### config.mk
export PLATFORM = sky130hd
export DESIGN_NAME = stil_top
export DESIGN_NICKNAME = d
export VERILOG_FILES = /design/src/stil_pkg.sv /design/src/stil_pin_if.sv /design/src/stil_pin_fsm.sv /design/src/stil_top.sv
export SDC_FILE = /design/constraint.sdc
export NUM_CORES = 1
export LEC_CHECK = 0
export ABC_CLOCK_PERIOD_IN_PS = 4010
export BUFFER_PORTS_ARGS = -buffer_cell sky130_fd_sc_hd__buf_2
export CAP_MARGIN = 20
export CORE_AREA = 2 2 323 325
export CTS_CLUSTER_DIAMETER = 100
export DETAILED_ROUTE_END_ITERATION = 7
export DIE_AREA = 0 0 325 327
export PLACE_DENSITY = 0.42
export SLEW_MARGIN = 20
export SYNTH_ARGS = -nofsm -noshare
export SYNTH_HDL_FRONTEND = slang
export SYNTH_SLANG_ARGS = --single-unit
### constraint.sdc
create_clock -name clk_i -period 4.01 [get_ports clk_i]
set_input_delay 0 -clock clk_i [delete_from_list [all_inputs] [get_ports clk_i]]
set_output_delay 0 -clock clk_i [all_outputs]
set_load 0.01 [all_outputs]
### src/stil_pkg.sv
// Shared constants and types for the switch threshold and interrupt pin logic.
package stil_pkg;
	localparam int NUM_IN = 24;
	localparam int NUM_SLOT = 5;
	localparam int IND_IN = 12;
	localparam int TRIPLE_LO = 18;
	localparam int LAST_IN = 23;
	localparam int IND_LEVELS = 8;
	localparam int ADC_W = 10;
	localparam int STAT_W = 26;
	localparam int STAT_TW_BIT = 24;
	localparam int STAT_OV_BIT = 25;
	localparam int EDGE_RISE_BIT = 0;
	localparam int EDGE_FALL_BIT = 1;
	localparam int CNT_W = 9;
	localparam int CLK_PERIOD_NS = 10;
	localparam int T_INT_ACTIVE_NS = 2000;
	localparam int IRQ_HIGH_WINDOW_NS = 2000;
	localparam int T_INT_IDLE_NS = 1000;
	localparam int T_CLEAN_NS = 1000;
	localparam logic [CNT_W-1:0] ACT_CYC = CNT_W'((T_INT_ACTIVE_NS + CLK_PERIOD_NS - 1) / CLK_PERIOD_NS);
	localparam logic [CNT_W-1:0] INACT_CYC =
		CNT_W'((IRQ_HIGH_WINDOW_NS + CLK_PERIOD_NS - 1) / CLK_PERIOD_NS);
	localparam logic [CNT_W-1:0] IDLE_CYC = CNT_W'((T_INT_IDLE_NS + CLK_PERIOD_NS - 1) / CLK_PERIOD_NS);
	localparam logic [CNT_W-1:0] CLEAN_CYC = CNT_W'((T_CLEAN_NS + CLK_PERIOD_NS - 1) / CLK_PERIOD_NS);
	localparam logic [2:0] WET_0MA = 3'h0;
	localparam logic [2:0] WET_1MA = 3'h1;
	localparam logic [2:0] WET_2MA = 3'h2;
	localparam logic [2:0] WET_5MA = 3'h3;
	localparam logic [2:0] WET_10MA = 3'h4;
	localparam logic [2:0] WET_15MA = 3'h5;
	localparam logic [2:0] WET_RST = WET_0MA;
	localparam logic SCHEME_STATIC = 1'b0;
	localparam logic SCHEME_RST = SCHEME_STATIC;
	typedef enum logic [1:0] {
		ST_IDLE = 2'b00,
		ST_LOW = 2'b01,
		ST_INACT = 2'b11,
		ST_HOLD = 2'b10
	} stil_pin_state_type;
endpackage

### src/stil_pin_if.sv
// Interface between the status logic and the interrupt pin sequencer.
`timescale 1ns/1ps
interface stil_pin_if;
	logic pending;
	logic read_done;
	logic dyn_scheme;
	logic pin_low;
	modport ctl (output pending, output read_done, output dyn_scheme, input pin_low);
	modport fsm (input pending, input read_done, input dyn_scheme, output pin_low);
endinterface

### src/stil_pin_fsm.sv
// Interrupt pin sequencer for the static and dynamic assertion schemes.
`timescale 1ns/1ps
module stil_pin_fsm (
	input wire logic clk_i,
	input wire logic sys_rst_i,
	stil_pin_if.fsm pin
);
	import stil_pkg::*;

	stil_pin_state_type st_r;
	stil_pin_state_type st_nxt;
	logic [CNT_W-1:0] cnt_r;
	logic [CNT_W-1:0] cnt_nxt;

	always_comb begin
		st_nxt = st_r;
		cnt_nxt = cnt_r;
		case (st_r)
			ST_IDLE: begin
				if (pin.pending) begin
					st_nxt = ST_LOW;
					cnt_nxt = ACT_CYC - 9'h001;
				end
			end
			ST_LOW: begin
				if (pin.read_done) begin
					st_nxt = ST_HOLD;
					cnt_nxt = IDLE_CYC - 9'h001;
				end else if (pin.dyn_scheme) begin
					if (cnt_r == 9'h000) begin
						st_nxt = ST_INACT;
						cnt_nxt = INACT_CYC - 9'h001;
					end else begin
						cnt_nxt = cnt_r - 9'h001;
					end
				end
			end
			ST_INACT: begin
				if (pin.read_done) begin
					st_nxt = ST_HOLD;
					cnt_nxt = IDLE_CYC - 9'h001;
				end else if (cnt_r == 9'h000) begin
					st_nxt = ST_LOW;
					cnt_nxt = ACT_CYC - 9'h001;
				end else begin
					cnt_nxt = cnt_r - 9'h001;
				end
			end
			ST_HOLD: begin
				// The window lets the pull-up restore the line so the next edge is seen.
				if (cnt_r == 9'h000) begin
					st_nxt = ST_IDLE;
				end else begin
					cnt_nxt = cnt_r - 9'h001;
				end
			end
			default: begin
				st_nxt = ST_IDLE;
				cnt_nxt = 9'h000;
			end
		endcase
	end

	always_ff @(posedge clk_i) begin
		if (sys_rst_i) begin
			st_r <= ST_IDLE;
			cnt_r <= 9'h000;
		end else begin
			st_r <= st_nxt;
			cnt_r <= cnt_nxt;
		end
	end

	assign pin.pin_low = (st_r == ST_LOW);

	a_pend_start: assert property (@(posedge clk_i) disable iff (sys_rst_i)
		(st_r == ST_IDLE && pin.pending) |=> pin.pin_low)
		else $error("pending status did not pull the pin low");
	a_static_hold: assert property (@(posedge clk_i) disable iff (sys_rst_i)
		(pin.pin_low && !pin.dyn_scheme && !pin.read_done) |=> pin.pin_low)
		else $error("static pin released without a status read");
	a_pin_release: assert property (@(posedge clk_i) disable iff (sys_rst_i)
		(pin.pin_low && pin.read_done) |=> !pin.pin_low [*8])
		else $error("pin not released after status read");
	a_no_reassert: assert property (@(posedge clk_i) disable iff (sys_rst_i)
		(st_r == ST_INACT && pin.read_done) |=> !pin.pin_low [*8])
		else $error("pin driven low again after read in high window");
	a_dyn_toggle: assert property (@(posedge clk_i) disable iff (sys_rst_i)
		(pin.pin_low && pin.dyn_scheme && !pin.read_done && cnt_r == 9'h000) |=> st_r == ST_INACT)
		else $error("dynamic pin did not go high after the active window");
	a_idle_hold: assert property (@(posedge clk_i) disable iff (sys_rst_i)
		(st_r == ST_HOLD && cnt_r != 9'h000) |=> !pin.pin_low)
		else $error("pin asserted inside the idle window");
endmodule // stil_pin_fsm

### src/stil_top.sv
// Threshold evaluation, event status and interrupt pin control for 24 switch inputs.
`timescale 1ns/1ps
module stil_top (
	input wire logic clk_i,
	input wire logic sys_rst_i,
	input wire logic sclk_i,
	input wire logic cs_n_i,
	input wire logic stat_read_i,
	input wire logic run_i,
	input wire logic scheme_wr_i,
	input wire logic scheme_i,
	input wire logic [stil_pkg::NUM_IN-1:0] input_mode_i,
	input wire logic [11:0] comparator_level_select_i,
	input wire logic comp_valid_i,
	input wire logic [stil_pkg::NUM_IN-1:0] comp_sample_i,
	input wire logic [2*stil_pkg::NUM_IN-1:0] comp_irq_edge_i,
	input wire logic adc_valid_i,
	input wire logic [4:0] adc_chan_i,
	input wire logic [stil_pkg::ADC_W-1:0] adc_code_i,
	input wire logic [stil_pkg::IND_LEVELS*stil_pkg::ADC_W-1:0] individual_levels_i,
	input wire logic [3*stil_pkg::IND_IN-1:0] level_map_i,
	input wire logic [stil_pkg::ADC_W-1:0] shared_adc_level_i,
	input wire logic [1:0] shared_irq_edge_i,
	input wire logic [stil_pkg::ADC_W-1:0] pair_level_low_i,
	input wire logic [stil_pkg::ADC_W-1:0] pair_level_high_i,
	input wire logic [stil_pkg::ADC_W-1:0] triple_level_low_i,
	input wire logic [stil_pkg::ADC_W-1:0] triple_level_mid_i,
	input wire logic [stil_pkg::ADC_W-1:0] triple_level_high_i,
	input wire logic [stil_pkg::ADC_W-1:0] last_input_level_4_i,
	input wire logic [stil_pkg::ADC_W-1:0] last_input_level_5_i,
	input wire logic [2*stil_pkg::NUM_SLOT*stil_pkg::NUM_IN-1:0] adc_irq_edge_i,
	input wire logic [35:0] wetting_setup_a_i,
	input wire logic [35:0] wetting_setup_b_i,
	input wire logic clean_pulse_polling_i,
	input wire logic clean_high_i,
	input wire logic poll_end_i,
	input wire logic temp_warn_i,
	input wire logic ov_shutdown_i,
	output logic int_pin_o,
	output logic int_pin_oe_o,
	output logic scheme_o,
	output logic [stil_pkg::STAT_W-1:0] int_stat_o,
	output logic [stil_pkg::STAT_W-1:0] stat_snapshot_o,
	output logic [2*stil_pkg::NUM_IN-1:0] comp_level_o,
	output logic [3*stil_pkg::NUM_IN-1:0] wetting_sel_o,
	output logic clean_pulse_o,
	output logic [2:0] clean_level_o
);
	import stil_pkg::*;

	localparam int NB = NUM_IN * NUM_SLOT;

	stil_pin_if pin_if ();

	logic [2:0] sclk_sync_r;
	logic [2:0] sclk_sync_nxt;
	logic [2:0] cs_sync_r;
	logic [2:0] cs_sync_nxt;
	logic armed_r;
	logic armed_nxt;
	logic rd_seen_r;
	logic rd_seen_nxt;
	logic [STAT_W-1:0] int_stat_r;
	logic [STAT_W-1:0] int_stat_nxt;
	logic [STAT_W-1:0] snap_r;
	logic [STAT_W-1:0] snap_nxt;
	logic scheme_r;
	logic scheme_nxt;
	logic cs_fall;
	logic cs_rise;
	logic sclk_rise;
	logic snap_take;
	logic read_done;
	logic [STAT_W-1:0] set_vec;
	logic [NB-1:0] above_r;
	logic [NB-1:0] above_nxt;
	logic [NB-1:0] hit;
	logic [NUM_IN-1:0] seen_r;
	logic [NUM_IN-1:0] seen_nxt;
	logic [NUM_IN-1:0] mode_r;
	logic [NUM_IN-1:0] meas;
	logic [2*NUM_IN-1:0] comp_level_r;
	logic [2*NUM_IN-1:0] comp_level_nxt;
	logic [3*NUM_IN-1:0] wet_r;
	logic [3*NUM_IN-1:0] wet_nxt;
	logic [CNT_W-1:0] clean_cnt_r;
	logic [CNT_W-1:0] clean_cnt_nxt;
	logic clean_on_r;
	logic clean_on_nxt;
	logic [2:0] clean_lvl_r;
	logic [2:0] clean_lvl_nxt;

	// Link pins pass three flops; only the later two stages feed edge detection.
	always_comb begin
		sclk_sync_nxt = {sclk_sync_r[1:0], sclk_i};
		cs_sync_nxt = {cs_sync_r[1:0], cs_n_i};
	end

	assign cs_fall = !cs_sync_r[1] && cs_sync_r[2];
	assign cs_rise = cs_sync_r[1] && !cs_sync_r[2];
	assign sclk_rise = sclk_sync_r[1] && !sclk_sync_r[2];
	assign snap_take = armed_r && sclk_rise && !cs_sync_r[1];
	assign read_done = cs_rise && (rd_seen_r || stat_read_i);

	always_comb begin
		armed_nxt = armed_r;
		rd_seen_nxt = rd_seen_r;
		snap_nxt = snap_r;
		if (cs_fall) begin
			armed_nxt = 1'b1;
		end else if (snap_take || cs_rise) begin
			armed_nxt = 1'b0;
		end
		if (snap_take) begin
			snap_nxt = int_stat_r;
		end
		if (cs_rise) begin
			rd_seen_nxt = 1'b0;
		end else if (stat_read_i && !cs_sync_r[1]) begin
			rd_seen_nxt = 1'b1;
		end
		// Only bits shown to software are cleared; a new event in the same cycle survives.
		int_stat_nxt = (int_stat_r & ~(read_done ? snap_r : {STAT_W{1'b0}})) | set_vec;
	end

	// A change of scheme is ignored while the block is running.
	always_comb begin
		scheme_nxt = scheme_r;
		if (scheme_wr_i && !run_i) begin
			scheme_nxt = scheme_i;
		end
	end

	assign set_vec[STAT_TW_BIT] = temp_warn_i;
	assign set_vec[STAT_OV_BIT] = ov_shutdown_i;

	genvar k;
	genvar s;
	for (k = 0; k < NUM_IN; k++) begin : g_in
		logic adc_strobe;
		assign adc_strobe = adc_valid_i && input_mode_i[k] && (adc_chan_i == 5'(k));
		assign meas[k] = input_mode_i[k] ? adc_strobe : comp_valid_i;
		// A mode change drops history; a sample in that cycle only seeds the store.
		assign seen_nxt[k] = (input_mode_i[k] != mode_r[k]) ? meas[k] : (seen_r[k] | meas[k]);
		assign set_vec[k] = |hit[k*NUM_SLOT +: NUM_SLOT];
		assign comp_level_nxt[2*k +: 2] = comparator_level_select_i[2*(k/4) +: 2];
		if (k < IND_IN) begin : g_wa
			assign wet_nxt[3*k +: 3] = (wetting_setup_a_i[3*k +: 3] > WET_15MA) ? WET_0MA :
				wetting_setup_a_i[3*k +: 3];
		end else begin : g_wb
			assign wet_nxt[3*k +: 3] = (wetting_setup_b_i[3*(k-IND_IN) +: 3] > WET_15MA) ? WET_0MA :
				wetting_setup_b_i[3*(k-IND_IN) +: 3];
		end
		for (s = 0; s < NUM_SLOT; s++) begin : g_slot
			localparam bit USED = (k < TRIPLE_LO) ? (s < 2) : ((k < LAST_IN) ? (s < 3) : 1'b1);
			localparam int IX = k * NUM_SLOT + s;
			if (USED) begin : g_used
				logic [ADC_W-1:0] thr;
				logic [1:0] cfg;
				logic strobe;
				logic new_above;
				if (k < IND_IN && s == 0) begin : g_ind
					assign thr = individual_levels_i[level_map_i[3*k +: 3]*ADC_W +: ADC_W];
				end else if (k < IND_IN) begin : g_shr
					assign thr = shared_adc_level_i;
				end else if (k < TRIPLE_LO) begin : g_pair
					assign thr = (s == 0) ? pair_level_low_i : pair_level_high_i;
				end else if (s < 3) begin : g_tri
					assign thr = (s == 0) ? triple_level_low_i :
						((s == 1) ? triple_level_mid_i : triple_level_high_i);
				end else begin : g_last
					assign thr = (s == 3) ? last_input_level_4_i : last_input_level_5_i;
				end
				if (k < IND_IN && s == 1) begin : g_scfg
					assign cfg = shared_irq_edge_i;
					assign strobe = adc_strobe;
				end else if (s == 0) begin : g_s0
					assign cfg = input_mode_i[k] ? adc_irq_edge_i[2*IX +: 2] : comp_irq_edge_i[2*k +: 2];
					assign strobe = meas[k];
				end else begin : g_sn
					assign cfg = adc_irq_edge_i[2*IX +: 2];
					assign strobe = adc_strobe;
				end
				assign new_above = input_mode_i[k] ? (adc_code_i >= thr) : comp_sample_i[k];
				assign above_nxt[IX] = strobe ? new_above : above_r[IX];
				assign hit[IX] = strobe && seen_r[k] && (input_mode_i[k] == mode_r[k]) &&
					((new_above && !above_r[IX] && cfg[EDGE_RISE_BIT]) ||
					(!new_above && above_r[IX] && cfg[EDGE_FALL_BIT]));
			end else begin : g_unused
				assign above_nxt[IX] = 1'b0;
				assign hit[IX] = 1'b0;
			end
		end
	end

	// The cleaning pulse length is fixed; the polling timer lives elsewhere.
	always_comb begin
		clean_cnt_nxt = clean_cnt_r;
		clean_on_nxt = clean_on_r;
		clean_lvl_nxt = clean_lvl_r;
		if (poll_end_i && clean_pulse_polling_i) begin
			clean_cnt_nxt = CLEAN_CYC - 9'h001;
			clean_on_nxt = 1'b1;
			clean_lvl_nxt = clean_high_i ? WET_15MA : WET_10MA;
		end else if (clean_cnt_r != 9'h000) begin
			clean_cnt_nxt = clean_cnt_r - 9'h001;
		end else begin
			clean_on_nxt = 1'b0;
			clean_lvl_nxt = WET_0MA;
		end
	end

	always_ff @(posedge clk_i) begin
		if (sys_rst_i) begin
			sclk_sync_r <= 3'h0;
			cs_sync_r <= 3'h7;
			armed_r <= 1'b0;
			rd_seen_r <= 1'b0;
			int_stat_r <= {STAT_W{1'b0}};
			snap_r <= {STAT_W{1'b0}};
			scheme_r <= SCHEME_RST;
			above_r <= {NB{1'b0}};
			seen_r <= {NUM_IN{1'b0}};
			mode_r <= {NUM_IN{1'b0}};
			comp_level_r <= {2*NUM_IN{1'b0}};
			wet_r <= {NUM_IN{WET_RST}};
			clean_cnt_r <= 9'h000;
			clean_on_r <= 1'b0;
			clean_lvl_r <= WET_0MA;
		end else begin
			sclk_sync_r <= sclk_sync_nxt;
			cs_sync_r <= cs_sync_nxt;
			armed_r <= armed_nxt;
			rd_seen_r <= rd_seen_nxt;
			int_stat_r <= int_stat_nxt;
			snap_r <= snap_nxt;
			scheme_r <= scheme_nxt;
			above_r <= above_nxt;
			seen_r <= seen_nxt;
			mode_r <= input_mode_i;
			comp_level_r <= comp_level_nxt;
			wet_r <= wet_nxt;
			clean_cnt_r <= clean_cnt_nxt;
			clean_on_r <= clean_on_nxt;
			clean_lvl_r <= clean_lvl_nxt;
		end
	end

	assign pin_if.pending = |int_stat_r;
	assign pin_if.read_done = read_done;
	assign pin_if.dyn_scheme = scheme_r;

	stil_pin_fsm u_pin (
		.clk_i(clk_i),
		.sys_rst_i(sys_rst_i),
		.pin(pin_if.fsm)
	);

	// The pin only ever sinks; the pull-up gives the high level.
	assign int_pin_o = 1'b0;
	assign int_pin_oe_o = pin_if.pin_low;
	assign scheme_o = scheme_r;
	assign int_stat_o = int_stat_r;
	assign stat_snapshot_o = snap_r;
	assign comp_level_o = comp_level_r;
	assign wetting_sel_o = wet_r;
	assign clean_pulse_o = clean_on_r;
	assign clean_level_o = clean_lvl_r;

	a_scheme_lock: assert property (@(posedge clk_i) disable iff (sys_rst_i)
		run_i |=> $stable(scheme_r))
		else $error("scheme changed while running");
	a_snap_capture: assert property (@(posedge clk_i) disable iff (sys_rst_i)
		snap_take |=> snap_r == $past(int_stat_r))
		else $error("status snapshot not captured");
	a_stat_clear: assert property (@(posedge clk_i) disable iff (sys_rst_i)
		read_done |=> (int_stat_r & $past(snap_r) & ~$past(set_vec)) == {STAT_W{1'b0}})
		else $error("status not cleared by read");
	a_set_wins: assert property (@(posedge clk_i) disable iff (sys_rst_i)
		(|set_vec) |=> (int_stat_r & $past(set_vec)) == $past(set_vec))
		else $error("event lost in status");
	a_first_store: assert property (@(posedge clk_i) disable iff (sys_rst_i)
		(meas[0] && !seen_r[0]) |-> !set_vec[0])
		else $error("event raised on first sample");
	a_wet_legal: assert property (@(posedge clk_i) disable iff (sys_rst_i)
		wet_r[2:0] <= WET_15MA && wet_r[71:69] <= WET_15MA)
		else $error("illegal wetting code");
	a_clean_pulse: assert property (@(posedge clk_i) disable iff (sys_rst_i)
		(poll_end_i && clean_pulse_polling_i) |=> clean_pulse_o && clean_level_o >= WET_10MA)
		else $error("cleaning pulse missing");
endmodule // stil_top

## Word level (Yosys, flattened, before mapping)

Index checks and enable logic that the tools add are counted.

| storage, ports and cells | value |
|---|---|
| flip-flop bits (word level) | 309 |
| bits of input ports | 648 |
| output and inout bits | 179 |
| word-level logic and storage cells | 1085 |

| cells by class | value |
|---|---|
| add/subtract/negate cells | 2 |
| $mul | 12 |
| $lt $le $gt $ge | 44 |
| equal/unequal tests | 81 |
| shift-type cells | 12 |
| mux-type cells | 153 |
| bitwise operators | 27 |
| reductions and logical operators | 666 |

Operators by type and width:

| cell | count |
|---|---|
| 80-bit by 8-bit variable part select with 10-bit output | 12 |
| 1-bit logical AND | 433 |
| 10-bit greater-or-equal comparator | 20 |
| 1-bit logical NOT | 116 |
| 1-bit two-way mux | 109 |
| 2-bit OR reduction | 44 |
| 3-bit greater-than comparator (second input constant) | 24 |
| 3-bit by 3-bit multiplier with 6-bit output (second input constant) | 12 |
| 2-bit two-way mux | 31 |
| 1-bit logical OR | 58 |
| 9-bit two-way mux | 6 |
| 5-bit by 4-bit equality test with 1-bit output (second input constant) | 8 |
| 5-bit equality test (second input constant) | 8 |
| 9-bit one-hot mux with 4 select lines | 1 |
| 26-bit AND | 1 |
| 26-bit two-way mux | 1 |
| 26-bit inverter | 1 |
| 26-bit OR | 1 |
| 26-bit OR reduction | 1 |
| 1-bit equality test | 24 |
| 1-bit inequality test | 24 |
| 1-bit OR | 24 |
| 5-bit by 3-bit equality test with 1-bit output (second input constant) | 4 |
| 9-bit by 1-bit subtractor with 9-bit output (second input constant) | 2 |
| 20 further kinds | 32 |

## Logic depth before layout (Yosys ltp)

| logic depth | value |
|---|---|
| depth after elaboration | 11 |
| mapped depth | 12 |
| mapped depth without buffers | 11 |

## Cells and area by module

Synthesis repeated with hierarchy kept, for this count alone.

| second synthesis, totals | value |
|---|---|
| cells, all modules | 2600 |
| area, all modules | 24632.4 sq um |

Modules (own cells, without submodules):

| module | instances | cells each | area each (sq um) | sequential area each (sq um) |
|---|---|---|---|---|
| stil_top | 1 | 2510 | 23866.6 | 5205.0 |
| stil_pin_fsm | 1 | 90 | 765.7 | 220.2 |

## Worst setup path after synthesis

No wires, ideal clock.

| timing | value |
|---|---|
| path kind | in2reg |
| start point | in level_map_i[18] in the netlist's numbering |
| end point | reg int_stat_r[6], in the netlist int_stat_o[6] |
| library setup time | 70 ps |
| data arrival time | 2789 ps |
| required time | 3940 ps |
| path slack | 1151 ps |
| stages on the path | 12 |
| buffers on the path | 1 |
| cell sequence | buf_2 > mux4_2 > mux2_2 > ha_1 > nand2b_1 > a21o_1 > a21o_1 > a2111oi_0 > o21ai_0 > mux2i_1 > o221a_1 > a21oi_1 |

| between the ends | value |
|---|---|
| cells in the longest elaborated chain, start to end | 11 |
| elaborated cells between the ends (all ways) | 13 |

RTL lines:

| element | RTL line | RTL |
|---|---|---|
| from (decl) | stil_top.sv:21 | `input wire logic [3*stil_pkg::IND_IN-1:0] level_map_i,` |
| 3-bit by 3-bit multiplier with 6-bit output * | stil_top.sv:163 | `assign thr = individual_levels_i[level_map_i[3*k +: 3]*ADC_W +: ADC_W];` |
| 80-bit by 8-bit variable part select with 10-bit output * | stil_top.sv:163 |  |
| 10-bit greater-or-equal comparator * | stil_top.sv:184 | `assign new_above = input_mode_i[k] ? (adc_code_i >= thr) : comp_sample_i[k];` |
| 1-bit two-way mux * | stil_top.sv:184 |  |
| 1-bit logical NOT | stil_top.sv:188 | `(!new_above && above_r[IX] && cfg[EDGE_FALL_BIT]));` |
| 1-bit logical AND (2 in a row) | stil_top.sv:188 |  |
| 1-bit logical OR * | stil_top.sv:187 | `((new_above && !above_r[IX] && cfg[EDGE_RISE_BIT]) \|\|` |
| 1-bit logical AND * | stil_top.sv:186 | `assign hit[IX] = strobe && seen_r[k] && (input_mode_i[k] == mode_r[k]) &&` |
| 2-bit OR reduction * | stil_top.sv:145 | `assign set_vec[k] = \|hit[k*NUM_SLOT +: NUM_SLOT];` |
| 26-bit OR * | stil_top.sv:123 | `int_stat_nxt = (int_stat_r & ~(read_done ? snap_r : {STAT_W{1'b0}})) \| set_vec;` |
| to (signal assigned) | stil_top.sv:219 | `int_stat_r <= {STAT_W{1'b0}};` |
| to (signal assigned) | stil_top.sv:235 | `int_stat_r <= int_stat_nxt;` |
| to (decl) | stil_top.sv:63 | `logic [STAT_W-1:0] int_stat_r;` |

Mark *: on every way between the ends. The rest lies on a longest branch, timed or not.
A chain may end at the register's enable or synchronous reset.

## Worst setup path after layout

| timing | value |
|---|---|
| start point | in level_map_i[24] in the netlist's numbering |
| end point | reg int_stat_r[8], in the netlist int_stat_o[8] |

Same word-level chain as after synthesis.

==> results <==
- The worst reg2reg path startpoint is cs_sync_r[1].
- The core footprint is 0.103 mm2.
- The worst supply voltage drop on vdd is 352 uV.
- The most common cell in the netlist is dfxtp_1.
- The count of final max-slew check failures is 0.
- For the finished layout, the period the worst path requires is 3.63 ns.
- In the synthesized netlist the async set-or-reset flop fraction comes to 0.
- Of the total synthesized cell area, the portion taken by XOR and XNOR cells is 0.00285.
- The clock tree buffer depth is 3.
- By count the netlist is led by dfxtp_1 (271), nand2_1 (244), mux4_2 (240).
- The critical path startpoint category is a primary input.
- After filler insertion, the fill cell instance count of the layout stands at 10800.
- The first global-routing pass estimated 165000 um of wire.
- Of the total synthesized cell area, the portion taken by AND, OR, NAND and NOR gates is 0.184.
- The share of the cycle needed by the critical path after routing is 0.906.
- The number of stages on the worst hold path is 5.
- The number of buffers inserted during clock tree synthesis is 31.
- The largest area contributor in the synthesized netlist is dfxtp_1.
- The clock net in this run drives a total of 271 sinks.
- The actual transition at the worst max-transition pin is 1.01 ns.
- The post-layout net count is 4230.
- After detailed routing, the number of vias per cell comes to 5.06.
- The sum of negative setup slack is 0 ns.
- The width of the die is 325 um.
- The maximum frequency from static timing analysis is 275 MHz.
- The power density over the cells is 296 mW/mm2.
- The flip-flop and latch count after synthesis is 271.
- Once placement completed, the tool counted placed cells totaling 4485.
- The H-tree level count is 1.
- Synthesis instantiated 78 different standard cells from the library.
- At the end of routability-driven placement, the weighted congestion stood at 0.865.
- The kind of path behind the tightest hold check is in2reg.
- Each instance of the synthesized netlist takes up on average 9.31 um2.
- The predominant post-synthesis flop cell is dfxtp_1.
- The top cell type's share of synthesized area is 0.221.
- STA classifies the critical path endpoint as a flop.
- The area growth from synthesis to layout is 33.1%.
- Entering global routing, the biggest net connects 129 pins.
- The count of buffers from port buffering is 672.
- Global routing finished with a remaining overflow of 0.
- The number of placed I/O pins is 827.
- The final setup skew is 0.0282 ns.
- Data arrives at the worst endpoint at 4.14 ns.
- In the final layout, flip-flops and latches occupy 0.00543 mm2.
- The count of routing violations after the opening detailed-route iteration is 1439.
- The path with the worst hold slack has its endpoint at int_stat_o[2].
- The detailed router placed 24200 vias in this run.
- In this run the tightest slew margin relative to its limit is 0.323.
- The via count of the first global-routing pass is 24100.
- The tree is rooted in a clkbuf_16.
- In the final routed layout, each cell accounts on average for 23.5 um.
- The count of mapped cells out of synthesis is 2637.
- The number of nets still failing antenna checks after routing is 0.
- The total area of multi-input combinational cells is 0.0176 mm2.
- The compound-cell area share of the yosys netlist was 0.129.
- The hold violation count in the final report came to 0.
- The run finished with clean final reports.
- The mux cell area share after synthesis is 0.294.
- The total track usage is 0.205.
- For this run, design rule violations remaining after detail routing come to 0.
- The count of cells in the finished layout, fillers not included, comes to 4793.
- In the final layout, the share of cells above drive strength 1 is 0.318.
- The tool flagged a number of max-cap violations equal to 0.
- In this run the critical register-to-register path is captured at int_stat_o[13].
- After synthesis the cells add up to 0.0245 mm2.
- After synthesis, the largest family of logic cells by area is multiplexers.
- The start point of the worst min-delay path is comp_irq_edge_i[4].
- The data required time at the worst endpoint is 4.52 ns.
- The die covers 0.106 mm2.
- Setup violations remaining at the end of the flow were counted as 0.
- The number of detailed-routing iterations run before antenna repair is 5.
- TritonCTS built the clock tree.
- The number of enable-type register cells in the synthesized netlist is 0.
- The class of the most critical setup path is in2reg.
- Along the worst path, the maximum fanout reaches 18.
- Setup repair after global routing left no endpoint under its margin.
- From bottom edge to top edge, the die measures 327 um.
- In this run the static leakage power is 14.4 nW.
- In this run the register-to-register setup slack is 1.28 ns.
- Clock-pin slew was measured on the worst setup and hold paths at 0.07 ns.
- Sorting the synthesized cells by area gives the leading types as dfxtp_1 (22%), mux4_2 (22%), ha_1 (10%).
- The Yosys step of the flow raised 0 warnings.
- The aggregate routed wire length is 113000 um.
- The clock latency on the worst-skew pair is 0.62 ns.
- The initial utilization of the core area, before any placement, comes to 0.239.
- Of the total synthesized cell area, the portion taken by full adders, half adders and majority gates is 0.103.
- For this run, the register share of the synthesized area comes to 0.221.
- Measured in cells, the most critical reg-to-reg path has a length of 7.
- Row generation in the floorplan step produced 118 rows.
- The number of antenna violations at the first check in global routing is 14.
- The detailed placer's ending HPWL is 86200 um.
[placed cells by master, fill, tap and decap left out, types with 22 or more instances in the layout]
cell	synthesis	routed
dlygate4sd3_1	0	242
nand4_1	27	27
mux2i_1	163	163
nor3b_1	76	76
nor2_1	150	149
ha_1	202	202
a211oi_1	40	40
nor3_1	22	22
and3_1	54	54
nor2b_1	69	67
nand2_1	244	244
buf_4	40	65
nand2b_1	68	68
o21ai_0	69	69
nand3_1	64	64
mux4_2	240	240
clkbuf_16	0	31
a21oi_1	195	195
dfxtp_1	271	271
a21o_1	45	45
inv_1	110	109
buf_2	18	671
[routing by layer]
| metal | global-route usage | vias up | wire, um |
|---|---|---|---|
| met4 | 0.0586 | 8 | 3320 |
| met5 | 0 | - | 52 |
| met1 | 0.263 | 11800 | 47800 |
| met2 | 0.358 | 948 | 54600 |
| li1 | - | 11300 | - |
| met3 | 0.0315 | 117 | 6840 |
[metrics by stage]
step / utilization / hold WS [ns] / cell area (um2) / total power, mW / worst slack (ns)
2_1_floorplan: - / 0.0758 / 24600 / 5.00 / 1.15
4_1_cts: 0.317 / 0.00256 / 32600 / 9.78 / 0.246
5_1_grt: 0.317 / 0.0354 / 32700 / 10.2 / 0.145
3_3_place_gp: 0.282 / 0.190 / 29000 / 6.10 / 0.451
6_report: 0.318 / 0.0480 / 32700 / 9.66 / 0.376
3_5_place_dp: 0.282 / 0.189 / 29000 / 6.11 / 0.431
[logic make-up after synthesis]
kind of cell | count (synthesis)
simple gates | 858
compound gates | 496
mux | 419
buf+inv | 382
flops | 271
fa+ha+maj | 202
xor+xnor | 8
other cells | 1
[timing repair]
| action | in CTS | in global routing |
|---|---|---|
| buffers inserted | 0 | 0 |
| hold buffers | 242 | 0 |
| endpoints found under the setup margin | 0 | 1 |
| gates resized for setup | 0 | 1 |
| endpoints found under the hold margin | 215 | 0 |
[report_power, final]
part | switching, mW | leakage, nW | internal (mW)
clock | 1.32 | 0.568 | 2.11
combinational | 1.73 | 11.6 | 1.52
sequential | 0.134 | 2.22 | 2.85
total | 3.18 | 14.4 | 6.47
[state kept, by name (all words and copies together) (netlist names), 2 cells and up]
| name | cells |
|---|---|
| wetting_sel_o | 72 |
| above_r | 56 |
| int_stat_o | 26 |
| stat_snapshot_o | 26 |
| mode_r | 24 |
| seen_r | 24 |
| comp_level_o | 12 |
| clean_cnt_r | 9 |
| u_pin.cnt_r | 9 |
| cs_sync_r | 3 |
| sclk_sync_r | 3 |
| clean_level_o | 2 |
| u_pin.st_r | 2 |
[worst max path at each step]
stage	slack, ns	to	start	cells past startpoint
after floorplan	1.15	int_stat_o[6]	level_map_i[18]	12
after global placement	0.45	int_stat_o[6]	level_map_i[18]	12
after detailed placement	0.43	int_stat_o[6]	level_map_i[18]	12
after CTS	0.25	int_stat_o[23]	adc_code_i[0]	15
after global routing	0.15	int_stat_o[23]	adc_code_i[0]	15
final	0.38	int_stat_o[8]	level_map_i[24]	15
[area by class of cell]
cell class,count,share of cell area
Sequential cell,271,0.166
Multi-Input combinational cell,1985,0.537
Timing Repair Buffer,981,0.193
Inverter,110,0.0127
Clock buffer,36,0.0249
Tap cell,1380,0.0528
Antenna cell,8,0.000613
Clock inverter,22,0.0121
[critical path, stage by stage]
cell and delay, ns:
buf_2 0.12, buf_4 0.36, mux4_2 0.55, mux2i_1 0.21, ha_1 0.28, a21o_1 0.16
a21oi_1 0.15, nor2b_1 0.06, a2111oi_0 0.52, buf_4 0.22, a21oi_1 0.10, mux2i_1 0.13
dlygate4sd3_1 0.56, a21o_1 0.15, dlygate4sd3_1 0.54
Note: power is estimated with default switching activity, not from simulation.
